`src/design/bpss_pkg.sv`:
```
// bpss_pkg: constants and types of the board power-state sequencer
package bpss_pkg;

    localparam int unsigned CLK_HZ          = 25_000_000;
    // press thresholds in milliseconds and derived cycle counts
    localparam int unsigned SHORT_PRESS_MS  = 4000;
    localparam int unsigned LONG_PRESS_MS   = 6000;
    localparam int unsigned SHORT_PRESS_CYC = SHORT_PRESS_MS * (CLK_HZ / 1000);
    localparam int unsigned LONG_PRESS_CYC  = LONG_PRESS_MS * (CLK_HZ / 1000);
    localparam int unsigned PRESS_CNT_W     = 28;

    // fan pwm
    localparam int unsigned FAN_NUM         = 2;
    localparam int unsigned PWM_W           = 8;
    localparam logic [7:0]  PWM_FULL        = 8'hff;

    typedef enum logic [4:0] {
        BPSS_S0    = 5'b0_0001,
        BPSS_S3    = 5'b0_0010,
        BPSS_S4    = 5'b0_0100,
        BPSS_S5    = 5'b0_1000,
        BPSS_G3    = 5'b1_0000
    } bpss_state_e;

    // context location encoding
    localparam logic [1:0] CTX_NONE = 2'h0;
    localparam logic [1:0] CTX_RAM  = 2'h1;
    localparam logic [1:0] CTX_DISK = 2'h2;

endpackage : bpss_pkg

```
`src/design/bpss_fan_pwm.sv`:
```
// bpss_fan_pwm: one fan channel, pwm generator with forced on/off
module bpss_fan_pwm
    import bpss_pkg::*;
(
    input  wire logic             mclk_in,     // system clock
    input  wire logic             reset_n_in,  // async reset, active low
    input  wire logic             enable_in,   // fan allowed to run
    input  wire logic             force_on_in, // full speed override
    input  wire logic [PWM_W-1:0] duty_in,     // closed-loop duty
    output logic                  pwm_out      // pwm drive, registered
);

    logic [PWM_W-1:0] phase_reg;

    always_ff @(posedge mclk_in or negedge reset_n_in)
    begin
        if (!reset_n_in)
            phase_reg <= '0;
        else
            phase_reg <= phase_reg + 1'b1;
    end

    always_ff @(posedge mclk_in or negedge reset_n_in)
    begin
        if (!reset_n_in)
            pwm_out <= 1'b0;
        else if (!enable_in)
            pwm_out <= 1'b0;
        else if (force_on_in || duty_in == PWM_FULL)
            pwm_out <= 1'b1;
        else
            pwm_out <= (phase_reg < duty_in);
    end

endmodule : bpss_fan_pwm

```
`src/design/bpss_top.sv`:
```
// bpss_top: board power-state sequencer with switch timing, wake, fans and intrusion
module bpss_top
    import bpss_pkg::*;
#(
    parameter int unsigned SHORT_CYC = SHORT_PRESS_CYC, // short press limit in cycles
    parameter int unsigned LONG_CYC  = LONG_PRESS_CYC   // long press limit in cycles
)
(
    input  wire logic                mclk_in,           // 25 MHz standby clock
    input  wire logic                reset_n_in,        // async reset, active low
    input  wire logic                pwr_sw_n_in,       // power switch pin, low pressed
    input  wire logic                rtc_alarm_in,      // rtc alarm pin
    input  wire logic                lan_wake_in,       // lan wake pin
    input  wire logic                usb_wake_in,       // usb activity pin
    input  wire logic                pcie_wake_n_in,    // pcie wake pin, low active
    input  wire logic                sleep_s3_cmd_in,   // os request: suspend to ram
    input  wire logic                sleep_s4_cmd_in,   // os request: suspend to disk
    input  wire logic                shutdown_cmd_in,   // os request: soft-off
    input  wire logic                ac_ok_in,          // ac mains present pin
    input  wire logic                restore_en_in,     // restore last on/off state after ac loss
    input  wire logic                chassis_sw_in,     // intrusion switch pin, high closed
    input  wire logic                intr_clear_in,     // clear intrusion flag
    input  wire logic [FAN_NUM-1:0]  fan_tach_in,       // per-fan tachometer pins
    input  wire logic [PWM_W-1:0]    fan_duty_in,       // closed-loop duty, same clock
    input  wire logic [FAN_NUM-1:0]  fan_full_in,       // per-fan full-on request
    output logic                     main_rails_on_out, // drive for non-standby rails
    output logic [4:0]               state_out,         // current power state one-hot
    output logic [1:0]               ctx_loc_out,       // where context is held
    output logic                     cold_boot_out,     // next wake needs a cold boot
    output logic [FAN_NUM-1:0]       fan_pwm_out,       // per-fan pwm drive
    output logic [FAN_NUM-1:0]       fan_tach_mon_out,  // per-fan synced tach to monitor
    output logic                     intrusion_out      // chassis intrusion flag
);

    // ------------------------------------------------------------
    // input synchronisers
    // ------------------------------------------------------------
    localparam int unsigned SYNC_W = 8 + FAN_NUM;

    logic [SYNC_W-1:0] pin_raw;
    logic [SYNC_W-1:0] sync1_reg;
    logic [SYNC_W-1:0] sync2_reg;

    assign pin_raw = {fan_tach_in, ~pwr_sw_n_in, rtc_alarm_in, lan_wake_in, usb_wake_in,
                      ~pcie_wake_n_in, ac_ok_in, chassis_sw_in, restore_en_in};

    always_ff @(posedge mclk_in or negedge reset_n_in)
    begin
        if (!reset_n_in)
        begin
            sync1_reg <= '0;
            sync2_reg <= '0;
        end
        else
        begin
            sync1_reg <= pin_raw;
            sync2_reg <= sync1_reg;
        end
    end

    logic sw_pressed;
    logic rtc_s;
    logic lan_s;
    logic usb_s;
    logic pcie_s;
    logic ac_s;
    logic chassis_s;
    logic restore_s;
    logic [FAN_NUM-1:0] tach_s;

    assign {tach_s, sw_pressed, rtc_s, lan_s, usb_s, pcie_s, ac_s, chassis_s, restore_s}
        = sync2_reg;

    // ------------------------------------------------------------
    // power switch press timer
    // ------------------------------------------------------------
    logic [PRESS_CNT_W-1:0] press_cnt_reg;
    logic                   sw_prev_reg;
    logic                   long_done_reg;
    logic                   short_release;
    logic                   long_hit;

    always_ff @(posedge mclk_in or negedge reset_n_in)
    begin
        if (!reset_n_in)
            sw_prev_reg <= 1'b0;
        else
            sw_prev_reg <= sw_pressed;
    end

    always_ff @(posedge mclk_in or negedge reset_n_in)
    begin
        if (!reset_n_in)
            press_cnt_reg <= '0;
        else if (!sw_pressed)
            press_cnt_reg <= '0;
        else if (press_cnt_reg != PRESS_CNT_W'(LONG_CYC))
            press_cnt_reg <= press_cnt_reg + 1'b1;
    end

    // release before the short limit counts as a short press
    assign short_release = sw_prev_reg && !sw_pressed
                           && (press_cnt_reg < PRESS_CNT_W'(SHORT_CYC));
    // fail-safe fires once the hold passes the long limit, even while still held
    assign long_hit = sw_pressed && !long_done_reg
                      && (press_cnt_reg == PRESS_CNT_W'(LONG_CYC));

    always_ff @(posedge mclk_in or negedge reset_n_in)
    begin
        if (!reset_n_in)
            long_done_reg <= 1'b0;
        else if (!sw_pressed)
            long_done_reg <= 1'b0;
        else if (long_hit)
            long_done_reg <= 1'b1;
    end

    // ------------------------------------------------------------
    // wake decode
    // ------------------------------------------------------------
    logic wake_common;
    logic wake_s3;
    logic wake_s45;

    assign wake_common = rtc_s || lan_s || pcie_s;
    assign wake_s3     = wake_common || usb_s;
    assign wake_s45    = wake_common;

    // ------------------------------------------------------------
    // power state machine
    // ------------------------------------------------------------
    bpss_state_e state_reg;
    bpss_state_e state_next;
    logic        last_on_reg;
    logic        ac_prev_reg;

    always_comb
    begin
        state_next = state_reg;
        case (state_reg)
            BPSS_S0:
            begin
                if (!ac_s)
                    state_next = BPSS_G3;
                else if (long_hit || shutdown_cmd_in)
                    state_next = BPSS_S5;
                else if (short_release || sleep_s3_cmd_in)
                    state_next = BPSS_S3;
                else if (sleep_s4_cmd_in)
                    state_next = BPSS_S4;
            end
            BPSS_S3:
            begin
                if (!ac_s)
                    state_next = BPSS_G3;
                else if (long_hit)
                    state_next = BPSS_S5;
                else if (short_release || wake_s3)
                    state_next = BPSS_S0;
            end
            BPSS_S4:
            begin
                if (!ac_s)
                    state_next = BPSS_G3;
                else if (long_hit)
                    state_next = BPSS_S5;
                else if (short_release || wake_s45)
                    state_next = BPSS_S0;
            end
            BPSS_S5:
            begin
                if (!ac_s)
                    state_next = BPSS_G3;
                else if (short_release || wake_s45)
                    state_next = BPSS_S0;
            end
            BPSS_G3:
            begin
                if (ac_s && !ac_prev_reg)
                    state_next = (restore_s && last_on_reg) ? BPSS_S0 : BPSS_S5;
            end
            default:
                state_next = BPSS_S5;
        endcase
    end

    always_ff @(posedge mclk_in or negedge reset_n_in)
    begin
        if (!reset_n_in)
            state_reg <= BPSS_G3;
        else
            state_reg <= state_next;
    end

    always_ff @(posedge mclk_in or negedge reset_n_in)
    begin
        if (!reset_n_in)
            ac_prev_reg <= 1'b0;
        else
            ac_prev_reg <= ac_s;
    end

    // remembers on/off across the loss; not updated while in G3
    always_ff @(posedge mclk_in or negedge reset_n_in)
    begin
        if (!reset_n_in)
            last_on_reg <= 1'b0;
        else if (state_reg != BPSS_G3)
            last_on_reg <= (state_reg == BPSS_S0);
    end

    // ------------------------------------------------------------
    // supply control and state outputs
    // ------------------------------------------------------------
    always_ff @(posedge mclk_in or negedge reset_n_in)
    begin
        if (!reset_n_in)
        begin
            main_rails_on_out <= 1'b0;
            state_out         <= BPSS_G3;
            ctx_loc_out       <= CTX_NONE;
            cold_boot_out     <= 1'b1;
        end
        else
        begin
            main_rails_on_out <= (state_next == BPSS_S0);
            state_out         <= state_next;
            case (state_next)
                BPSS_S3: ctx_loc_out <= CTX_RAM;
                BPSS_S4: ctx_loc_out <= CTX_DISK;
                default: ctx_loc_out <= CTX_NONE;
            endcase
            cold_boot_out     <= (state_next == BPSS_S5)
                                 || (state_next == BPSS_G3);
        end
    end

    // ------------------------------------------------------------
    // fans
    // ------------------------------------------------------------
    logic fan_en_reg;

    always_ff @(posedge mclk_in or negedge reset_n_in)
    begin
        if (!reset_n_in)
            fan_en_reg <= 1'b0;
        else
            fan_en_reg <= (state_next == BPSS_S0);
    end

    always_ff @(posedge mclk_in or negedge reset_n_in)
    begin
        if (!reset_n_in)
            fan_tach_mon_out <= '0;
        else
            fan_tach_mon_out <= tach_s;
    end

    genvar gi;
    generate
        for (gi = 0; gi < FAN_NUM; gi++)
        begin : g_fan
            bpss_fan_pwm u_fan (
                .mclk_in     (mclk_in),
                .reset_n_in  (reset_n_in),
                .enable_in   (fan_en_reg),
                .force_on_in (fan_full_in[gi]),
                .duty_in     (fan_duty_in),
                .pwm_out     (fan_pwm_out[gi])
            );
        end
    endgenerate

    // ------------------------------------------------------------
    // chassis intrusion
    // ------------------------------------------------------------
    always_ff @(posedge mclk_in or negedge reset_n_in)
    begin
        if (!reset_n_in)
            intrusion_out <= 1'b0;
        else if (chassis_s)
            intrusion_out <= 1'b1;
        else if (intr_clear_in)
            intrusion_out <= 1'b0;
    end

endmodule : bpss_top

```
`config.mk`:
```
export PLATFORM = sky130hd
export DESIGN_NAME = bpss_top
export DESIGN_NICKNAME = d
export VERILOG_FILES = /design/src/design/bpss_pkg.sv /design/src/design/bpss_fan_pwm.sv /design/src/design/bpss_top.sv
export SDC_FILE = /design/constraint.sdc
export NUM_CORES = 1
export LEC_CHECK = 0
export BUFFER_PORTS_ARGS = -buffer_cell sky130_fd_sc_hd__clkbuf_2
export CAP_MARGIN = 20
export CELL_PAD_IN_SITES_DETAIL_PLACEMENT = 0
export CELL_PAD_IN_SITES_GLOBAL_PLACEMENT = 1
export CORE_ASPECT_RATIO = 0.8
export CORE_MARGIN = 8
export CORE_UTILIZATION = 52
export CTS_BUF_LIST = sky130_fd_sc_hd__clkbuf_8
export CTS_CLUSTER_DIAMETER = 40
export DETAILED_ROUTE_END_ITERATION = 7
export GPL_ROUTABILITY_DRIVEN = 0
export PLACE_DENSITY_LB_ADDON = 0.1
export REMOVE_ABC_BUFFERS = 1
export SLEW_MARGIN = 20
export SYNTH_ARGS = -nofsm -noshare
export SYNTH_HDL_FRONTEND = slang
export SYNTH_SLANG_ARGS = --single-unit
export TNS_END_PERCENT = 50
```
`constraint.sdc`:
```
create_clock -name mclk_in -period 5 [get_ports mclk_in]
set_input_delay 0.5 -clock mclk_in [delete_from_list [all_inputs] [get_ports mclk_in]]
set_output_delay 0.5 -clock mclk_in [all_outputs]
set_load 0.01 [all_outputs]
```
==> results_dict.tcl, run 1 <==
set metrics [dict create \
    grtUsageMet2 0.230 \
    status "completed" \
    h-tree-depth 3 \
    syn_area_um2 3950 \
    antenna_left 0 \
    io_pins 40 \
    synth_mux_area_frac 0.00506 \
    cts_sinks 82 \
    critPathTopFamily "flip-flops" \
    yosysMostFrequentCell "dfrtp_1" \
    multi_input_area_um2 1790 \
    power_density_nw_per_um2 326 \
    syn_to_final_growth_pct 12.5 \
    netlist_top_cells_area "dfrtp_1, xnor2_1, ha_1" \
    maxCapViolations 0 \
    cts_root_buf "clkbuf_8" \
    setup_violations 0 \
    cts.path.max_buffers 2 \
    layout.nets 442 \
    n_antenna_cell 0 \
    fin_cells 508 \
    total_leakage_power_nw 2.06 \
    dp_cells 492 \
    drcViolationCount 0 \
    grt_pass1_wl_mm 12.5 \
    via_count 2645 \
    cp_num_cells 6 \
    placementRows 28 \
    netlist_top_cells_count "dfrtp_1, xnor2_1, and2_1" \
    synthXorXnorAreaFrac 0.0842 \
    synth_edf_count 0 \
    start_util 0.535 \
    drt-pass1-iter-count 4 \
    hold_class "input pin to asynchronous set/reset pin" \
    fmax_mhz 469 \
    drive_gt1_frac 0.176 \
    track_usage 0.145 \
    slew_headroom 0.469 \
    worst_ir_drop_vdd_v 0.000151 \
    synth-simple-area-share 0.220 \
    async_flop_share 1.00 \
    largest_reg_flops 28 \
    use_met1 0.185 \
    crit_fanout 32 \
    synth_seq_cells 82 \
    fin_skew_ns 0.00977 \
    port_buffers 39 \
    slowest_stage "dfrtp_1" \
    synth_top_area_frac 0.506 \
    finalCritPeriodShare 0.426 \
    post_drt_wl_per_cell_um 14.0 \
    synth_top_family_by_area "simple AND/OR/NAND/NOR gates" \
    fillers 626 \
    grt_start_max_net_pins 83 \
    clkTransAtPathRegs_ns 0.08 \
    synthAdderAreaFrac 0.0570 \
    dp_hpwl_mm 5.10 \
    period_needed_ns 2.13 \
    arrival_ns 2.36 \
    cts_hold_buf 0 \
    ys_warn_count 0 \
    syn_area_per_cell_um2 11.1 \
    rr_worst_depth 6 \
    grt_pass1_vias 2710 \
    postCtsSetupBuffers 0 \
    via_per_inst 5.21 \
    cts_made_buffers 9 \
    synth_compound_area_frac 0.0861 \
    overflow 0 \
    synth_cell_types 54 \
    drt_iter0_drc 113 \
    synth_ff_type "dfrtp_1" \
    ys_seq_area_frac 0.520 \
    worst_pin_slew_ns 0.796 \
    syn_inst 357 \
    rsz0062_at_grt "false" \
    worstPathCellList "a211oi_1, nand2_1, a31oi_2, or4_4, o32ai_2, nand3b_1" \
    worst-path-buf-inv 0 \
    cp.required_ns 5.23 \
    startpoint_type "register" \
    antenna_found_initial 0 \
    die_area_um2 10700 \
    die_width_um 113 \
    die_h_um 94.0 \
    slowest_delay_ns 0.86 \
    regArea_um2 2050 \
    grt_most_used_layer "met2" \
    cts_resized 0 \
    yosysTopAreaCell "dfrtp_1" \
    fin_tns_setup_ns 0 \
    core-area_um2 7390 \
    clkLatencyLatePin_ns 0.35 \
    crit_type "register to register" \
    met3_usage 0.0443 \
    cp-end-kind "register" \
    cts_tree "yes" \
    slew_viol_final 0 \
    finalHoldViolCount 0 \
    postRouteWirelength_mm 7.09 \
]
==> worst paths after layout <==
check / start / to / slack (ns)
worst max-delay path: sync2_reg[7] / fan_en_reg / 2.87
worst min-delay path: reset_n_in / g_fan[0].u_fan.phase_reg[7] / 0.15
worst max register to register: sync2_reg[7] / fan_en_reg / 2.87
worst min register to register: sync1_reg[3] / sync2_reg[3] / 0.34
max in group asynchronous: reset_n_in / sync1_reg[3] / 4.31
min in group mclk_in: fan_tach_in[1] / sync1_reg[9] / 0.25
==> logic make-up after synthesis <==
family / after synthesis
buffers and inverters: 27
AO/OA/AOI/OAI: 47
flip-flops: 82
adder cells (fa/ha/maj): 18
multiplexers: 2
XOR/XNOR: 38
AND/OR/NAND/NOR: 143
==> power breakdown <==
| part | switching, mW | internal (mW) |
|---|---|---|
| clock network | 0.237 | 0.244 |
| logic | 0.109 | 0.102 |
| registers | 0.0503 | 0.708 |
| total | 0.396 | 1.05 |
==> layer usage <==
layer | vias to the layer above | part of all wire
met2 | 40 | 0.46
met4 | 0 | 0.015
met1 | 1268 | 0.47
met5 | - | 0
li1 | 1328 | -
met3 | 9 | 0.048
==> final cells by class <==
cell class,count,area share
multi-input combinational,248,0.402
sequential,82,0.462
timing repair buffer,39,0.0453
clock buffer,10,0.0310
clock inverter,6,0.0149
tap,105,0.0296
inverter,18,0.0152
==> metrics by stage <==
step / power [mW] / utilization / setup slack, ns / hold WS [ns] / area (µm²)
after CTS: 1.47 / 0.601 / 2.82 / 0.230 / 4440
final: 1.45 / 0.601 / 2.87 / 0.145 / 4450
after detailed placement: 0.984 / 0.573 / 2.82 / 0.336 / 4240
after global routing: 1.53 / 0.601 / 2.66 / 0.222 / 4450
after global placement: 0.981 / 0.573 / 2.91 / 0.332 / 4240
after floorplan: 0.897 / - / 3.17 / 0.204 / 3910
==> worst reg2reg max path: cells and delay by family (launching register included) <==
family	cells	cell delay, ns
AND/OR/NAND/NOR	3	0.71
flip-flops	1	0.86
AO/OA/AOI/OAI	3	0.44
==> layout by cell type, fill, tap and decap left out, drive strengths merged, types with 3 or more instances in the layout <==
master,n
nor2b,5
o21a,4
nand2,15
or3,5
and4,6
a211oi,5
inv,18
xnor2,26
nand3b,4
and3,6
dfrtp,80
ha,18
or2,3
nand2b,9
nor4,5
nand3,16
clkinvlp,3
a21oi,4
nand4,12
nor2,17
and2,22
nor3,8
o32ai,3
a21boi,6
xor2,12
o21ai,10
a21o,5
clkbuf,48
nor3b,3
(Power assumes the default switching activity.)
==> run 2: changes to the inputs <==
--- a/config.mk
+++ b/config.mk
@@ -11,7 +11,7 @@
 export CELL_PAD_IN_SITES_GLOBAL_PLACEMENT = 1
 export CORE_ASPECT_RATIO = 0.8
 export CORE_MARGIN = 8
-export CORE_UTILIZATION = 52
+export CORE_UTILIZATION = 49
 export CTS_BUF_LIST = sky130_fd_sc_hd__clkbuf_8
 export CTS_CLUSTER_DIAMETER = 40
 export DETAILED_ROUTE_END_ITERATION = 7
==> constraint.sdc (replaced) <==
create_clock -name mclk_in -period 2.1 [get_ports mclk_in]
set_input_delay 0.21 -clock mclk_in [delete_from_list [all_inputs] [get_ports mclk_in]]
set_output_delay 0.21 -clock mclk_in [all_outputs]
set_load 0.01 [all_outputs]
==> results_dict.tcl, run 2 (synthesis results as in run 1) <==
set metrics [dict create \
    dp_cells 509 \
    maxCapViolations 0 \
    core-area_um2 7870 \
    overflow 0 \
    fin_tns_setup_ns 0 \
    rsz0062_at_grt "true" \
    hold_class "input pin to register" \
    m1WireLength_mm 3.51 \
    drt-pass1-iter-count 4 \
    holdWs_ns 0.109 \
    cts_root_buf "clkbuf_8" \
    total_leakage_power_nw 2.22 \
    dp_slack_ns -0.0396 \
    arrival_ns 2.28 \
    drcViolationCount 0 \
    dp_hpwl_mm 5.72 \
    post_drt_wl_per_cell_um 14.6 \
    final_common_cell "dfrtp_1" \
    cp-end-kind "register" \
    cts.path.max_buffers 2 \
    die_area_um2 11200 \
    period_needed_ns 2.06 \
    grt_pass1_vias 2820 \
    die_width_um 116 \
    grt_start_max_net_pins 39 \
    dpl-instance-area_um2 4350 \
    cts_sinks 82 \
    setup_violations 0 \
    n_antenna_cell 0 \
    fin_skew_ns 0.0116 \
    startpoint_type "register" \
    start_util 0.502 \
    crit_fanout 4 \
    grt_pass1_wl_mm 13.3 \
    antenna_left 0 \
    final_area_um2 4680 \
    drt_iter0_drc 87 \
    highest_layer "met4" \
    antenna_found_initial 0 \
    finalHoldViolCount 0 \
    postRouteWirelength_mm 7.82 \
    port_buffers 39 \
    drive_gt1_frac 0.200 \
    mostFrequentLayoutCells "dfrtp_1, clkbuf_2, xnor2_1" \
    crit_type "register to register" \
    power.total_mw 3.44 \
    worst_pin_slew_ns 0.496 \
    syn_to_final_growth_pct 18.5 \
    clkTransAtPathRegs_ns 0.08 \
    utilization 0.595 \
    worst_ir_drop_vdd_v 0.000451 \
    wl_met2_mm 3.81 \
    largest_reg_flops 28 \
    power_density_nw_per_um2 735 \
    clkLatencyLatePin_ns 0.35 \
    io_pins 40 \
    setup_slack_ns 0.0418 \
    fmax_mhz 486 \
    slew_viol_final 0 \
    h-tree-depth 3 \
    via_count 2775 \
    track_usage 0.154 \
    via_per_inst 5.17 \
    die_h_um 96.3 \
    slew_headroom 0.670 \
    cts_tree "yes" \
    fin_cells 537 \
    status "completed" \
    placementRows 29 \
    cp.required_ns 2.32 \
    layout.nets 468 \
    finalCritPeriodShare 0.980 \
    route.met3.wl_um 405 \
    cts_made_buffers 9 \
]
[run 2: cell types whose count changed in the layout (fill, tap and decap cells not counted), moves of 3 or more]
cell | previous run | this run
buf_4 | 0 | 16
dlygate4sd3_1 | 0 | 11
clkinvlp_4 | 3 | 0
inv_1 | 18 | 21
[run 2: layout make-up]
class / count / area, µm²
clock inverters: 6 / 51.3
inverters: 18 / 67.6
fillers: 706 / 3190
flip-flops and latches: 82 / 2050
clock buffers: 10 / 138
well taps: 108 / 135
repair buffers: 65 / 420
multi-input cells: 248 / 1820
[run 2: layer usage]
metal	vias up	global-route usage
li1	1377	-
met1	1347	0.187
met2	44	0.257
met3	7	0.0470
met4	0	0.0517
met5	-	0
[run 2: final timing paths]
kind                                  start                endpoint  slack, ns  cells past startpoint
hold reg to reg                sync1_reg[6]            sync2_reg[6]       0.35                      0
setup / recovery           press_cnt_reg[0]            state_out[0]       0.04                      8
hold / removal               fan_full_in[0]  g_fan[0].u_fan.pwm_out       0.11                      3
setup reg to reg           press_cnt_reg[0]            state_out[0]       0.04                      8
min in group asynchronous        reset_n_in            sync1_reg[9]       0.36                      2
max in group asynchronous        reset_n_in       press_cnt_reg[23]       1.08                      3
[run 2: worst max-delay path, stage by stage (launching register included)]
cell and delay (ns):
dfrtp_1 0.42, inv_1 0.07, ha_2 0.16, nor4b_4 0.18
nand4_1 0.22, nor4_4 0.39, nor3_2 0.08, o32ai_2 0.30
nand3b_1 0.11
[run 2: what timing repair did]
item | in CTS | in global routing
hold buffers | 10 | 1
setup buffers | 0 | 1
pin swaps | 2 | 9
endpoints found under the hold margin | 42 | 1
endpoints found under the setup margin | 2 | 2
resized for setup | 1 | 4
[run 2: power breakdown]
group / switching, mW / internal (mW)
logic: 0.277 / 0.264
clock network: 0.530 / 0.566
registers: 0.120 / 1.69
total: 0.927 / 2.51
==> run 3: changes to the inputs <==
--- a/config.mk
+++ b/config.mk
@@ -5,13 +5,14 @@
 export SDC_FILE = /design/constraint.sdc
 export NUM_CORES = 1
 export LEC_CHECK = 0
+export ABC_AREA = 1
 export BUFFER_PORTS_ARGS = -buffer_cell sky130_fd_sc_hd__clkbuf_2
 export CAP_MARGIN = 20
 export CELL_PAD_IN_SITES_DETAIL_PLACEMENT = 0
 export CELL_PAD_IN_SITES_GLOBAL_PLACEMENT = 1
 export CORE_ASPECT_RATIO = 0.8
 export CORE_MARGIN = 8
-export CORE_UTILIZATION = 49
+export CORE_UTILIZATION = 46
 export CTS_BUF_LIST = sky130_fd_sc_hd__clkbuf_8
 export CTS_CLUSTER_DIAMETER = 40
 export DETAILED_ROUTE_END_ITERATION = 7
==> results_dict.tcl, run 3 <==
set metrics [dict create \
    combPwrFrac 0.142 \
    setup_violations 0 \
    status "completed" \
    cts.path.max_buffers 2 \
    die_width_um 122 \
    final_common_cell "dfrtp_1" \
    crit_type "register to register" \
    h-tree-depth 3 \
    io_pins 40 \
    p_clk_frac 0.343 \
    via_per_inst 5.23 \
    startpoint_type "register" \
    netlist_top_cells_count "dfrtp_1, inv_1, nand2_1" \
    overflow 0 \
    dp_slack_ns 0.132 \
    drive_gt1_frac 0.137 \
    fmax_mhz 515 \
    fin_cells 661 \
    rsz0062_at_grt "false" \
    drt-pass1-iter-count 6 \
    min-delay-start "intr_clear_in" \
    yosysTopAreaCell "dfrtp_1" \
    cp.required_ns 2.34 \
    netSwitchingPower_uw 957 \
    grt_start_max_net_pins 50 \
    synth_seq_cells 82 \
    drt_iter0_drc 221 \
    ys_warn_count 0 \
    port_buffers 39 \
    antenna_found_initial 0 \
    layout.nets 586 \
    postRouteWirelength_mm 9.56 \
    post_drt_wl_per_cell_um 14.5 \
    worst_pin_slew_ns 0.445 \
    clkLatencyLatePin_ns 0.37 \
    syn_to_final_growth_pct 16.0 \
    die_h_um 101 \
    cts_made_buffers 9 \
    slew_headroom 0.701 \
    ys_seq_area_frac 0.496 \
    mostFrequentLayoutCells "dfrtp_1, inv_1, nand2_1" \
    slew_viol_final 0 \
    p_int_mw 2.43 \
    fin_tns_setup_ns 0 \
    dp_cells 635 \
    synth_edf_count 0 \
    cp-end-kind "register" \
    cp_common_cell "nor2_1" \
    yosysMostFrequentCell "dfrtp_1" \
    cts_sinks 82 \
    syn_area_per_cell_um2 8.59 \
    n_antenna_cell 0 \
    synth_ff_type "dfrtp_1" \
    drcViolationCount 0 \
    power.total_mw 3.39 \
    power_density_nw_per_um2 706 \
    utilization 0.538 \
    placementRows 31 \
    grt_pass1_vias 3523 \
    synth_cell_types 36 \
    antenna_left 0 \
    finalCritPeriodShare 0.924 \
    maxCapViolations 0 \
    cts_tree "yes" \
    startpoint "press_cnt_reg[10]" \
    slowest_stage "dfrtp_1" \
    syn_inst 482 \
    start_util 0.464 \
    arrival_ns 2.18 \
    die_area_um2 12300 \
    worstPathCellList "nor2_1, nand3_1, nor2_1, nand2_1, nor2_1, nand2_1, nor2_2, nor2_1, o21ai_1, nand4_1" \
    worst_ir_drop_vdd_v 0.000633 \
    grt_pass1_wl_mm 16.6 \
    largest_reg_flops 28 \
    pwr-share-seq 0.515 \
    finalHoldViolCount 0 \
    slowest_delay_ns 0.42 \
    setup_slack_ns 0.160 \
    postCtsSetupBuffers 0 \
    total_leakage_power_nw 2.28 \
    regToRegStartpoint "press_cnt_reg[10]" \
    rr_worst_depth 10 \
    via_count 3460 \
    netlist_top_cells_area "dfrtp_1, inv_1, nand2_1" \
    period_needed_ns 1.94 \
    core-area_um2 8920 \
    clkTransAtPathRegs_ns 0.09 \
    crit_fanout 4 \
    dp_hpwl_mm 7.13 \
    track_usage 0.169 \
    syn_area_um2 4140 \
    hold_class "input pin to register" \
    min_path_cells 2 \
    fin_skew_ns 0.00936 \
    p_sw_frac 0.282 \
    cts_root_buf "clkbuf_8" \
    synth_top_area_frac 0.483 \
    async_flop_share 1.00 \
]
-- run 3: cell types whose count changed in the layout (fill, tap and decap cells not counted), sizes merged, moves of 22 or more --
cell   before  now
nand2      15   74
inv        21   70
nor2       17   62
a21oi       4   33
xnor2      26    3
and2       22    0
-- run 3: final timing paths --
kind / end / slack (ns)
setup / recovery: fan_en_reg / 0.16
hold reg to reg: sync2_reg[1] / 0.35
hold / removal: intrusion_out / 0.04
setup reg to reg: fan_en_reg / 0.16
min in group asynchronous: press_cnt_reg[16] / 0.34
max in group asynchronous: g_fan[1].u_fan.phase_reg[4] / 1.15
-- run 3: kinds of logic (layout without fill, tap and decap cells) --
kind of cell / after synthesis / count (layout) / synth area share
simple gates: 222 / 222 / 0.251
flops: 82 / 82 / 0.496
buf+inv: 75 / 139 / 0.0701
compound gates: 68 / 68 / 0.0924
fa+ha+maj: 18 / 18 / 0.0544
xor+xnor: 17 / 17 / 0.0360
-- run 3: worst max-delay path, delay by kind of cell (launching register included) --
family | cells | cell delay (ns)
flops | 1 | 0.42
compound gates | 1 | 0.11
simple gates | 9 | 1.28
-- run 3: area by class of cell --
| cell class | count | area (µm²) |
|---|---|---|
| Fill cell | 869 | 4120 |
| Sequential cell | 82 | 2050 |
| Multi-Input combinational cell | 325 | 1800 |
| Timing Repair Buffer | 54 | 350 |
| Inverter | 70 | 263 |
| Tap cell | 115 | 144 |
| Clock buffer | 10 | 138 |
| Clock inverter | 5 | 55.1 |
-- run 3: per-layer routing --
metal | vias up | GRT usage | wire length [µm]
li1 | 1714 | - | -
met1 | 1667 | 0.223 | 4680
met2 | 71 | 0.259 | 4260
met3 | 8 | 0.0498 | 510
met4 | 0 | 0.0589 | 106
met5 | - | 0 | 0
-- run 3: power groups by stage --
stage	clock (mW)	sequential, mW	combinational [mW]
floorplan	0	1.79	0.246
global placement	0	1.77	0.467
detailed placement	0	1.78	0.471
CTS	1.20	1.75	0.491
global route	1.25	1.76	0.555
finish	1.16	1.75	0.481
-- run 3: per-stage QoR --
step	hold WS, ns	instance area (µm²)
floorplan	-0.0856	4110
global route	0.0345	4800
finish	0.0375	4800
global placement	0.184	4500
detailed placement	0.189	4500
CTS	0.0278	4800
-- run 3: what timing repair did --
action                                  in CTS  in global routing
resized for setup                            0                  2
hold buffers                                11                  0
hold endpoints to repair                    41                  0
endpoints found under the setup margin       0                  5
